==> config.mk <==
export PLATFORM = sky130hd
export DESIGN_NAME = stc_timer
export DESIGN_NICKNAME = d
export VERILOG_FILES = /design/src/verilog/stc_pkg.sv /design/src/verilog/stc_match.sv /design/src/verilog/stc_pin.sv /design/src/verilog/stc_timer.sv
export SDC_FILE = /design/constraint.sdc
export NUM_CORES = 1
export LEC_CHECK = 0
export BUFFER_PORTS_ARGS = -buffer_cell sky130_fd_sc_hd__buf_2
export CAP_MARGIN = 20
export CORE_ASPECT_RATIO = 0.6
export CORE_MARGIN = 2
export CORE_UTILIZATION = 35
export CTS_BUF_LIST = sky130_fd_sc_hd__clkbuf_2
export DETAILED_ROUTE_END_ITERATION = 12
export GPL_TIMING_DRIVEN = 0
export SLEW_MARGIN = 20
export SYNTH_ARGS = -nofsm -noshare
export SYNTH_HDL_FRONTEND = slang
export SYNTH_SLANG_ARGS = --single-unit
export TNS_END_PERCENT = 20
==> constraint.sdc <==
create_clock -name clock -period 5.9 [get_ports clock]
set_clock_uncertainty 0.2 [all_clocks]
set_input_delay 0.295 -clock clock [delete_from_list [all_inputs] [get_ports clock]]
set_output_delay 0.295 -clock clock [all_outputs]
set_load 0.01 [all_outputs]
==> src/verilog/stc_pkg.sv <==
`default_nettype none
package stc_pkg;

	// bus geometry
	localparam int unsigned ADDR_W = 5;
	localparam int unsigned DATA_W = 32;
	localparam int unsigned BE_W = 4;
	localparam int unsigned BYTE_W = 8;

	// register byte addresses, one aligned word each
	localparam logic [ADDR_W-1:0] ADDR_CNT_LO = 5'h00;
	localparam logic [ADDR_W-1:0] ADDR_CNT_HI = 5'h04;
	localparam logic [ADDR_W-1:0] ADDR_CMPA_LO = 5'h08;
	localparam logic [ADDR_W-1:0] ADDR_CMPA_HI = 5'h0c;
	localparam logic [ADDR_W-1:0] ADDR_CTL0 = 5'h10;
	localparam logic [ADDR_W-1:0] ADDR_CTL1 = 5'h14;
	localparam logic [ADDR_W-1:0] ADDR_PERIOD = 5'h18;
	localparam logic [ADDR_W-1:0] ADDR_STATUS = 5'h1c;

	// field positions
	localparam int unsigned RUN_BIT = 3;
	localparam int unsigned AF_BIT = 0;
	localparam int unsigned PF_BIT = 1;

	// documented counter shapes
	localparam int unsigned CW_10 = 10;
	localparam int unsigned PW_10 = 3;
	localparam int unsigned CW_16 = 16;
	localparam int unsigned PW_16 = 8;

	// reset values
	localparam logic [BYTE_W-1:0] CTL1_RST = 8'h00;
	localparam logic RUN_RST = 1'b0;
	localparam logic WAIT_RST = 1'b1;

	typedef enum logic [1:0] {
		STC_CMP,
		STC_CAP,
		STC_PWM,
		STC_TMR
	} stc_mode_t;

	// output action codes, compare-match reading
	localparam logic [1:0] ACT_HOLD = 2'h0;
	localparam logic [1:0] ACT_LOW = 2'h1;
	localparam logic [1:0] ACT_HIGH = 2'h2;
	localparam logic [1:0] ACT_TOGGLE = 2'h3;
	// output action codes, pwm reading
	localparam logic [1:0] ACT_INACT = 2'h0;
	localparam logic [1:0] ACT_ACTIVE = 2'h1;
	localparam logic [1:0] ACT_PWM = 2'h2;
	localparam logic [1:0] ACT_PULSE = 2'h3;

	// laid out exactly as control register one, bit 7 first
	typedef struct packed {
		stc_mode_t mode;
		logic [1:0] act;
		logic init_level;
		logic invert;
		logic swap;
		logic clr_sel;
	} stc_ctl1_t;

	typedef struct packed {
		stc_ctl1_t c1;
		logic run;
	} stc_ctrl_t;

	typedef struct packed {
		logic [ADDR_W-1:0] address;
		logic read;
		logic write;
		logic [DATA_W-1:0] writedata;
		logic [BE_W-1:0] byteenable;
	} stc_req_t;

endpackage
`default_nettype wire

==> src/verilog/stc_match.sv <==
`timescale 1ns/100ps
`default_nettype none
module stc_match #(
	parameter int CW = 10,
	parameter int PW = 3
) (
	input wire logic [CW-1:0] count,
	input wire logic [CW-1:0] cmp_a,
	input wire logic [PW-1:0] pcode,
	input wire logic swap,
	output logic [CW-1:0] count_inc,
	output logic a_match,
	output logic p_match,
	output logic pwm_active
);
	import stc_pkg::*;

	localparam int LW = CW - PW;

	logic [CW:0] p_span;
	logic [CW:0] a_span;
	logic [CW:0] period;
	logic [CW:0] duty;

	// matches look at the value the counter is about to take
	always_comb begin
		count_inc = count + 1'b1;
		a_match = (count_inc == cmp_a);
		// period code meets only the top bits
		p_match = (count_inc[CW-1:LW] == pcode) &&
			(count_inc[LW-1:0] == '0);
		// zero code means a full wrap
		if (pcode == '0) begin
			p_span = {1'b1, {CW{1'b0}}};
		end else begin
			p_span = {1'b0, pcode, {LW{1'b0}}};
		end
		a_span = {1'b0, cmp_a};
		// swap picks period and duty sources
		period = swap ? a_span : p_span;
		duty = swap ? p_span : a_span;
		// duty at or past period pins full duty
		pwm_active = (duty >= period) || ({1'b0, count} < duty);
	end

endmodule
`default_nettype wire

==> src/verilog/stc_pin.sv <==
`timescale 1ns/100ps
`default_nettype none
module stc_pin (
	input wire logic clock,
	input wire logic rst_n,
	input wire stc_pkg::stc_ctrl_t ctrl,
	input wire logic run_rise,
	input wire logic a_event,
	input wire logic pwm_active,
	output logic pin_out,
	output logic pin_oen
);
	import stc_pkg::*;

	typedef struct packed {
		logic level;
		logic out;
		logic oen;
	} stc_pin_t;

	stc_pin_t s;
	stc_pin_t next_s;

	always_comb begin
		next_s = s;
		next_s.oen = 1'b0;
		case (ctrl.c1.mode)
			STC_CMP: begin
				next_s.oen = 1'b1;
				if (run_rise) begin
					next_s.level = ctrl.c1.init_level;
				end else if (a_event) begin
					// only comparator a moves the pin
					case (ctrl.c1.act)
						ACT_LOW: next_s.level = 1'b0;
						ACT_HIGH: next_s.level = 1'b1;
						ACT_TOGGLE: next_s.level = ~s.level;
						default: next_s.level = s.level;
					endcase
				end
			end
			STC_PWM: begin
				next_s.oen = 1'b1;
				// init level sets the active polarity
				case (ctrl.c1.act)
					ACT_INACT: next_s.level = ~ctrl.c1.init_level;
					ACT_ACTIVE: next_s.level = ctrl.c1.init_level;
					ACT_PWM: next_s.level = pwm_active ?
						ctrl.c1.init_level : ~ctrl.c1.init_level;
					default: next_s.level = ctrl.run ?
						ctrl.c1.init_level : ~ctrl.c1.init_level;
				endcase
			end
			// timer and capture leave the pin to others
			default: next_s.level = s.level;
		endcase
		// undriven modes keep the last pin level, invert included
		if (next_s.oen) begin
			next_s.out = next_s.level ^ ctrl.c1.invert;
		end
		if (!rst_n) begin
			next_s = '0;
		end
	end

	always_ff @(posedge clock) begin
		s <= next_s;
	end

	assign pin_out = s.out;
	assign pin_oen = s.oen;

endmodule
`default_nettype wire

==> src/verilog/stc_timer.sv <==
// Chosen here: the Avalon-MM register port and the address map.
`timescale 1ns/100ps
`default_nettype none
module stc_timer #(
	parameter int CW = 10,
	parameter int PW = 3
) (
	input wire logic clock,
	input wire logic rst_n,
	input wire logic [stc_pkg::ADDR_W-1:0] address,
	input wire logic read,
	input wire logic write,
	input wire logic [stc_pkg::DATA_W-1:0] writedata,
	input wire logic [stc_pkg::BE_W-1:0] byteenable,
	output logic [stc_pkg::DATA_W-1:0] readdata,
	output logic waitrequest,
	output logic tm_out,
	output logic tm_out_en
);
	import stc_pkg::*;

	if (!((CW == CW_10 && PW == PW_10) ||
		(CW == CW_16 && PW == PW_16))) begin : g_bad_shape
		$error("stc_timer: unsupported counter shape");
	end

	localparam int HW = CW - BYTE_W;

	typedef struct packed {
		logic [CW-1:0] count;
		logic [CW-1:0] cmp_a;
		logic [PW-1:0] pcode;
		stc_ctrl_t ctl;
		logic run_q;
		logic af;
		logic pf;
		logic waitrequest;
		logic [DATA_W-1:0] readdata;
	} stc_state_t;

	stc_state_t s;
	stc_state_t next_s;
	stc_req_t req;

	logic [CW-1:0] count_inc;
	logic a_match;
	logic p_match;
	logic pwm_active;
	logic run_rise;
	logic tick;
	logic pulse_mode;
	logic clr_by_a;
	logic clear;
	logic set_a;
	logic set_p;
	logic wr_ok;
	logic [DATA_W-1:0] rd_mux;

	assign req = '{address: address, read: read, write: write,
		writedata: writedata, byteenable: byteenable};

	stc_match #(
		.CW(CW),
		.PW(PW)
	) u_match (
		.count(s.count),
		.cmp_a(s.cmp_a),
		.pcode(s.pcode),
		.swap(s.ctl.c1.swap),
		.count_inc(count_inc),
		.a_match(a_match),
		.p_match(p_match),
		.pwm_active(pwm_active)
	);

	stc_pin u_pin (
		.clock(clock),
		.rst_n(rst_n),
		.ctrl(s.ctl),
		.run_rise(run_rise),
		.a_event(tick && a_match),
		.pwm_active(pwm_active),
		.pin_out(tm_out),
		.pin_oen(tm_out_en)
	);

	// event and clearing decisions
	always_comb begin
		run_rise = s.ctl.run & ~s.run_q;
		// first cycle after start only zeroes, so no stale match
		tick = s.ctl.run & s.run_q;
		pulse_mode = (s.ctl.c1.mode == STC_PWM) &&
			(s.ctl.c1.act == ACT_PULSE);
		// mode decides who clears
		case (s.ctl.c1.mode)
			STC_PWM: clr_by_a = s.ctl.c1.swap;
			STC_CAP: clr_by_a = 1'b0;
			// compare and timer share clearing
			default: clr_by_a = s.ctl.c1.clr_sel;
		endcase
		// single pulse never clears; restart does that
		clear = ~pulse_mode && (clr_by_a ? a_match : p_match);
		set_a = tick && a_match && (s.ctl.c1.mode != STC_CAP);
		// no period flag when a clears outside pwm
		set_p = tick && p_match && ~pulse_mode &&
			~(clr_by_a && (s.ctl.c1.mode != STC_PWM));
	end

	// read data multiplexer, narrow fields in the low bits
	always_comb begin
		rd_mux = '0;
		if (req.address == ADDR_CNT_LO) begin
			rd_mux[BYTE_W-1:0] = s.count[BYTE_W-1:0];
		end else if (req.address == ADDR_CNT_HI) begin
			rd_mux[HW-1:0] = s.count[CW-1:BYTE_W];
		end else if (req.address == ADDR_CMPA_LO) begin
			rd_mux[BYTE_W-1:0] = s.cmp_a[BYTE_W-1:0];
		end else if (req.address == ADDR_CMPA_HI) begin
			rd_mux[HW-1:0] = s.cmp_a[CW-1:BYTE_W];
		end else if (req.address == ADDR_CTL0) begin
			rd_mux[RUN_BIT] = s.ctl.run;
		end else if (req.address == ADDR_CTL1) begin
			rd_mux[BYTE_W-1:0] = s.ctl.c1;
		end else if (req.address == ADDR_PERIOD) begin
			rd_mux[PW-1:0] = s.pcode;
		end else if (req.address == ADDR_STATUS) begin
			rd_mux[AF_BIT] = s.af;
			rd_mux[PF_BIT] = s.pf;
		end
	end

	// whole state update
	always_comb begin
		next_s = s;
		next_s.run_q = s.ctl.run;

		// counter: zero on start, count while running, hold when off
		if (run_rise) begin
			next_s.count = '0;
		end else if (tick) begin
			if (clear) begin
				next_s.count = '0;
			end else begin
				next_s.count = count_inc;
			end
		end

		// bus slave: one wait cycle, then answer for one cycle
		next_s.waitrequest = WAIT_RST;
		wr_ok = req.write && ~s.waitrequest && req.byteenable[0];
		if ((req.read || req.write) && s.waitrequest) begin
			next_s.waitrequest = 1'b0;
			if (req.read) begin
				next_s.readdata = rd_mux;
			end
		end

		// register writes; unmapped and read-only words ignore them
		if (wr_ok) begin
			if (req.address == ADDR_CMPA_LO) begin
				next_s.cmp_a[BYTE_W-1:0] = req.writedata[BYTE_W-1:0];
			end else if (req.address == ADDR_CMPA_HI) begin
				next_s.cmp_a[CW-1:BYTE_W] = req.writedata[HW-1:0];
			end else if (req.address == ADDR_CTL0) begin
				next_s.ctl.run = req.writedata[RUN_BIT];
			end else if (req.address == ADDR_CTL1) begin
				next_s.ctl.c1 = stc_ctl1_t'(req.writedata[BYTE_W-1:0]);
			end else if (req.address == ADDR_PERIOD) begin
				next_s.pcode = req.writedata[PW-1:0];
			end
		end

		// sticky flags, a set in the clear cycle wins
		next_s.af = set_a |
			(s.af & ~(wr_ok && (req.address == ADDR_STATUS) &&
			req.writedata[AF_BIT]));
		next_s.pf = set_p |
			(s.pf & ~(wr_ok && (req.address == ADDR_STATUS) &&
			req.writedata[PF_BIT]));

		// single pulse ends itself on an a match
		if (pulse_mode && tick && a_match) begin
			next_s.ctl.run = 1'b0;
		end

		if (!rst_n) begin
			next_s = '0;
			next_s.ctl.c1 = stc_ctl1_t'(CTL1_RST);
			next_s.ctl.run = RUN_RST;
			next_s.waitrequest = WAIT_RST;
		end
	end

	always_ff @(posedge clock) begin
		s <= next_s;
	end

	assign readdata = s.readdata;
	assign waitrequest = s.waitrequest;

endmodule
`default_nettype wire

-- After elaboration in Yosys (flattened, before gate mapping)
Index checks and enable logic that the tools add are counted.
- output and inout port bits: 35
- word-level logic and storage cells: 121
- register bits after elaboration: 47
- reduce and logical (&&, ||, !) cells: 33
- magnitude comparators: 2
- mux-type cells: 30
- add/subtract/negate cells: 1
- equality and inequality tests: 16
- bitwise gates (word level): 20
- operators by type and width (kind ; number):
    11-bit two-way mux ; 3
    33-bit two-way mux ; 1
    8-bit two-way mux ; 3
    5-bit equality test (second input constant) ; 4
    1-bit logical AND ; 17
    1-bit inverter ; 13
    6-bit two-way mux ; 2
    11-bit >= comparator ; 1
    10-bit by 11-bit < comparator with 1-bit output ; 1
    10-bit by 1-bit adder with 10-bit output (second input constant) ; 1
    10-bit equality test ; 1
    5-bit by 4-bit equality test with 1-bit output (second input constant) ; 2
    10-bit two-way mux ; 1
    1-bit two-way mux ; 8
    2-bit two-way mux ; 4
    7-bit logical NOT ; 1
    2-bit equality test (second input constant) ; 3
    3-bit two-way mux ; 2
    1-bit case mux with 3 select lines ; 2
    6-bit AND reduction ; 1
    2-bit OR reduction ; 3
    5-bit by 3-bit equality test with 1-bit output (second input constant) ; 1
    5-bit logical NOT ; 1
    5-bit two-way mux ; 1
    other kinds (16) ; 25

-- Longest topological paths before layout
- depth in word-level cells: 11
- depth in mapped cells: 12
- gate-level depth less buffers: 10

-- Hierarchy
From an unflattened synthesis, not the netlist that was laid out.
- cells, all modules: 409
- area total of the unflattened synthesis: 3545.9 µm²
- modules (own cells, without submodules) (module ; area each (µm²) ; cells each ; instances):
    stc_timer ; 2313.5 ; 244 ; 1
    stc_match ; 1011.0 ; 140 ; 1
    stc_pin ; 221.5 ; 25 ; 1

-- Least setup slack after synthesis
Ideal clock, no wire load.
- path kind: reg2reg
- from: reg s[38] in the netlist's numbering
- to: reg u_pin.s (netlist bit u_pin.pin_out)
- arrival time: 2.791 ns
- stages on the path, launching flop included: 13
- buffers on the path: 2
- setup time: 0.117 ns
- setup slack: 2.792 ns
- period minus slack after synthesis: 3.108 ns
- cell sequence: dfxtp_1 -> clkbuf_1 -> clkbuf_1 -> mux2i_1 -> ha_1 -> o21ai_0 -> a21oi_1 -> o311ai_0 -> or3_1 -> o41ai_1 -> xor2_1 -> a211oi_2 -> and4b_1
- word-level cells in the longest chain between the ends: 7
- RTL lines (element ; RTL line ; text):
    start, declared ; stc_timer.sv:41 ; stc_state_t s;
    start signal, assigned ; stc_timer.sv:195 ; s <= next_s;
    11-bit two-way mux, on equally long branches ; stc_match.sv:41, stc_match.sv:40 ;
    11-bit >= comparator / 10-bit by 11-bit < comparator with 1-bit output (equally long branches) ; stc_match.sv:43 ; pwm_active = (duty >= period) || ({1'b0, count} < duty);
    1-bit logical OR * ; stc_match.sv:43 ;
    1-bit two-way mux * ; stc_pin.sv:48 ; ACT_PWM: next_s.level = pwm_active ?
    1-bit case mux with 3 select lines * ; stc_pin.sv:45 ; case (ctrl.c1.act)
    1-bit case mux with 2 select lines * ; stc_pin.sv:27 ; case (ctrl.c1.mode)
    1-bit bitwise XOR * ; stc_pin.sv:59 ; next_s.out = next_s.level ^ ctrl.c1.invert;
    end signal, assigned ; stc_pin.sv:67 ; s <= next_s;
    end, declared ; stc_pin.sv:21 ; stc_pin_t s;
Every way passes the cells marked *; elsewhere a longest branch is shown, timed or not.
A chain may end at the register's enable or synchronous reset.

-- Worst setup path after layout
Ends and elaborated chain as after synthesis.

==> impl_results.md <==
- Yosys warns: 0
- Slew headroom: 0.290
- Chip width: 132 um
- Drt total wl: 11100 um
- CTS Root Cell: clkbuf_2
- FMAX: about 0.23 GHz
- Antenna diodes: 0
- First-pass GRT wire length: 17000 um
- I/O pins: 80
- CP Capture Type: flip-flop
- Minimum clock period after layout: 4.39 ns
- Starting Density: 0.367
- Worst hold path endpoint: readdata[4]
- Die area: 10700 um2
- Max-slew violations: 0
- Reg2Reg Setup Slack: 1.51 ns
- Worst EP arrival: 4.60 ns
- Yosys reg bits: 47
- Cell Area, Synth: 3440 um2
- Setup_tns: 0 ns
- Int Power: 0.429 mW
- IO Port Bufs: 25
- Clk pwr share: 0.321
- Clock Sinks: between 40 and 50
- Number of hold violations in the final report: 0
- VDD IR max: 0.101 mV
- Largest net degree at the start of global routing: 16
- CP startpoint kind: flip-flop
- CP peak stage delay: roughly 0.92 ns
- Hold Path Class: input port to flip-flop
- Critical R2R Launch: s[38]
- Clock Tree Buf Depth: 2
- Vias in the first global route: 3035
- CP Cell Sequence: clkbuf_1 -> clkbuf_1 -> mux2i_1 -> ha_1 -> o21ai_0 -> a21oi_1 -> o311ai_0 -> or3_1 -> o41ai_1 -> xor2_1 -> a211oi_2 -> and4b_1
- Status: complete, no violations
- CTS Buf Count: 5
- Period Utilization, post-route: 0.744
- Sw Ratio: 0.278
- Die height: between 80 and 90 um
- Crit path buf inv count: 2
- Reg2reg path depth: 12
- WS Path Type: flip-flop to flip-flop
- RePlAce Congestion: approximately 0.96
- H-tree lvl count: 2
- Reg2reg end: u_pin.pin_out
- Hpwl dp: between 8000 and 9000 um
- Synth Instances: between 400 and 500
- Worst-path clk slew: 0.27 ns
- Worst-path maximum fanout: 10
- RSZ-0062 raised after global routing: no
- Cell family with most CP delay: compound AO/OA/AOI/OAI gates
- Syn_area_per_cell: 8.01 um2
- Final ANT Viol Nets: 0
- Worst-skew pair later-pin latency: 0.47 ns
- Number of synthesized flops with an enable pin: 0
- Max cap viols: 0
- Leakage power: 1.58 nW
- Final Net Count: 552
- Pwr Density: between 100 and 150 nW/um2
- Hold path start: read
- Cell area after layout: between 3000 and 4000 um2
- Ys flop type: dfxtp_1
- Rows: 27
- Area after DPL: 3810 um2
- Fillers: a little under 1000
- Crit-path slowest cell: o41ai_1
- Router iterations before antenna repair: 5
- Reg power frac: 0.548
- Leading cell type in the layout, fill and taps excluded: nor2_1
- Core box area: about 9400 um2
- Finish-stage setup viols: 0
- Sequential cell area fraction in the yosys report: 0.274
- DR WL/cell: 17.8 um
- Most frequent CP cell: clkbuf_1
- Share of layout cells above drive strength 1: 0.186
- Total number of vias: 3402
- Routed vias/inst: 5.44
- Overall routing resource usage: 0.208
- Area Growth Syn to Fin: 15.8%
- WP data required: ~6.1 ns
- Switching power: between 0.15 and 0.2 mW
- Async set-or-reset flop fraction in the synthesized netlist: 0
- DR DRC count: 0
- Initial antenna violation count: 0
- GR Overflow Total: 0
- DRT iter0 DRCs: around 350
- Hold Path Stages: 4
- Count of cell types in the netlist: 61
- Commonest cells after routing, fill and taps aside: nor2_1, dfxtp_1, nand2_1, buf_4, buf_2
- CTS tree: built
- Combinational Power Share: 0.131
- Least-Margin Pin Slew: 1.05 ns
cell families after synthesis:
logic type / synth area share
AOI/OAI and AO/OA: 0.178
xor gates and xnor gates: 0.0572
adders and majority gates: 0.0502
buffers and inverters: 0.127
DFF: 0.274
muxes: 0.0677
other: 0.00109
and+or+nand+nor: 0.245
repair_timing:
item / CTS / global route
hold endpoints to repair: 24 / 0
hold buffers: 10 / 0
buffers inserted: 0 / 0
resized for setup: 0 / 0
endpoints found under the setup margin: 0 / 0
synthesized netlist by cell type, drive strengths merged, types with 4 or more instances:
library cell | instances | area, um2
a211oi | 8 | 65.1
nor3 | 14 | 70.1
inv | 9 | 33.8
xor2 | 4 | 42.6
nor4 | 4 | 25.0
nor2 | 48 | 180
a22o | 5 | 43.8
ha | 13 | 163
and3 | 4 | 26.3
nand2 | 36 | 135
a21oi | 27 | 135
a222oi | 4 | 40.0
nand4 | 4 | 40.0
o21ai | 14 | 70.1
mux2i | 21 | 210
clkbuf | 22 | 103
a31o | 5 | 43.8
nor2b | 6 | 37.5
dfxtp | 47 | 941
xnor2 | 15 | 131
nand2b | 11 | 68.8
nand3 | 19 | 95.1
buf | 41 | 300
worst min-delay path: cells and delay by family:
kind	cells	cell delay, ns
simple gates	2	0.28
buf+inv	1	0.12
compound gates	1	0.05
layout make-up:
cell class	instances	area [um2]	area share
buffer	63	403	0.101
clock buffer	5	25.0	0.00629
inverter	9	33.8	0.00849
clock inverter	3	43.8	0.0110
timing repair buffer	35	225	0.0566
sequential	47	941	0.236
multi-input combinational	333	2150	0.539
tap	130	163	0.0409
state kept, by name, indices dropped and copies added, names as in the netlist:
register,flops
readdata,8
s,35
u_pin.pin_oen,1
waitrequest,1
u_pin.s,1
u_pin.pin_out,1
through the flow:
step,worst slack [ns],util,power [mW],cells,hold WS (ns)
2_1_floorplan,2.79,-,0.379,452,0.211
4_1_cts,1.71,0.425,0.595,625,0.0675
3_3_place_gp,1.72,0.407,0.401,607,0.235
3_5_place_dp,1.76,0.407,0.402,607,0.236
5_1_grt,1.48,0.425,0.616,625,0.0710
6_report,1.51,0.425,0.595,625,0.0785
metal layers:
layer	GRT usage	vias up	wire length, um
met5	0	-	0
met4	0.0261	0	65
met3	0.0649	13	1470
met2	0.278	197	4130
met1	0.325	1589	5450
li1	-	1603	-
worst max-delay path by stage:
stage | from | end | slack, ns | cells after the start
after floorplan | s[38] | u_pin.pin_out | 2.79 | 12
after global placement | s[38] | u_pin.pin_out | 1.72 | 12
after detailed placement | s[38] | u_pin.pin_out | 1.76 | 12
after CTS | s[38] | u_pin.pin_out | 1.71 | 12
after global routing | s[38] | u_pin.pin_out | 1.48 | 12
final | s[38] | u_pin.pin_out | 1.51 | 12
power by group through the flow:
stage	registers, mW	logic [mW]	clock network, mW
final	0.326	0.0778	0.191
after global routing	0.327	0.0843	0.205
after CTS	0.326	0.0754	0.194
after detailed placement	0.332	0.0700	0
after global placement	0.331	0.0697	0
after floorplan	0.331	0.0473	0
No activity file was read; power rests on OpenSTA's default activity.
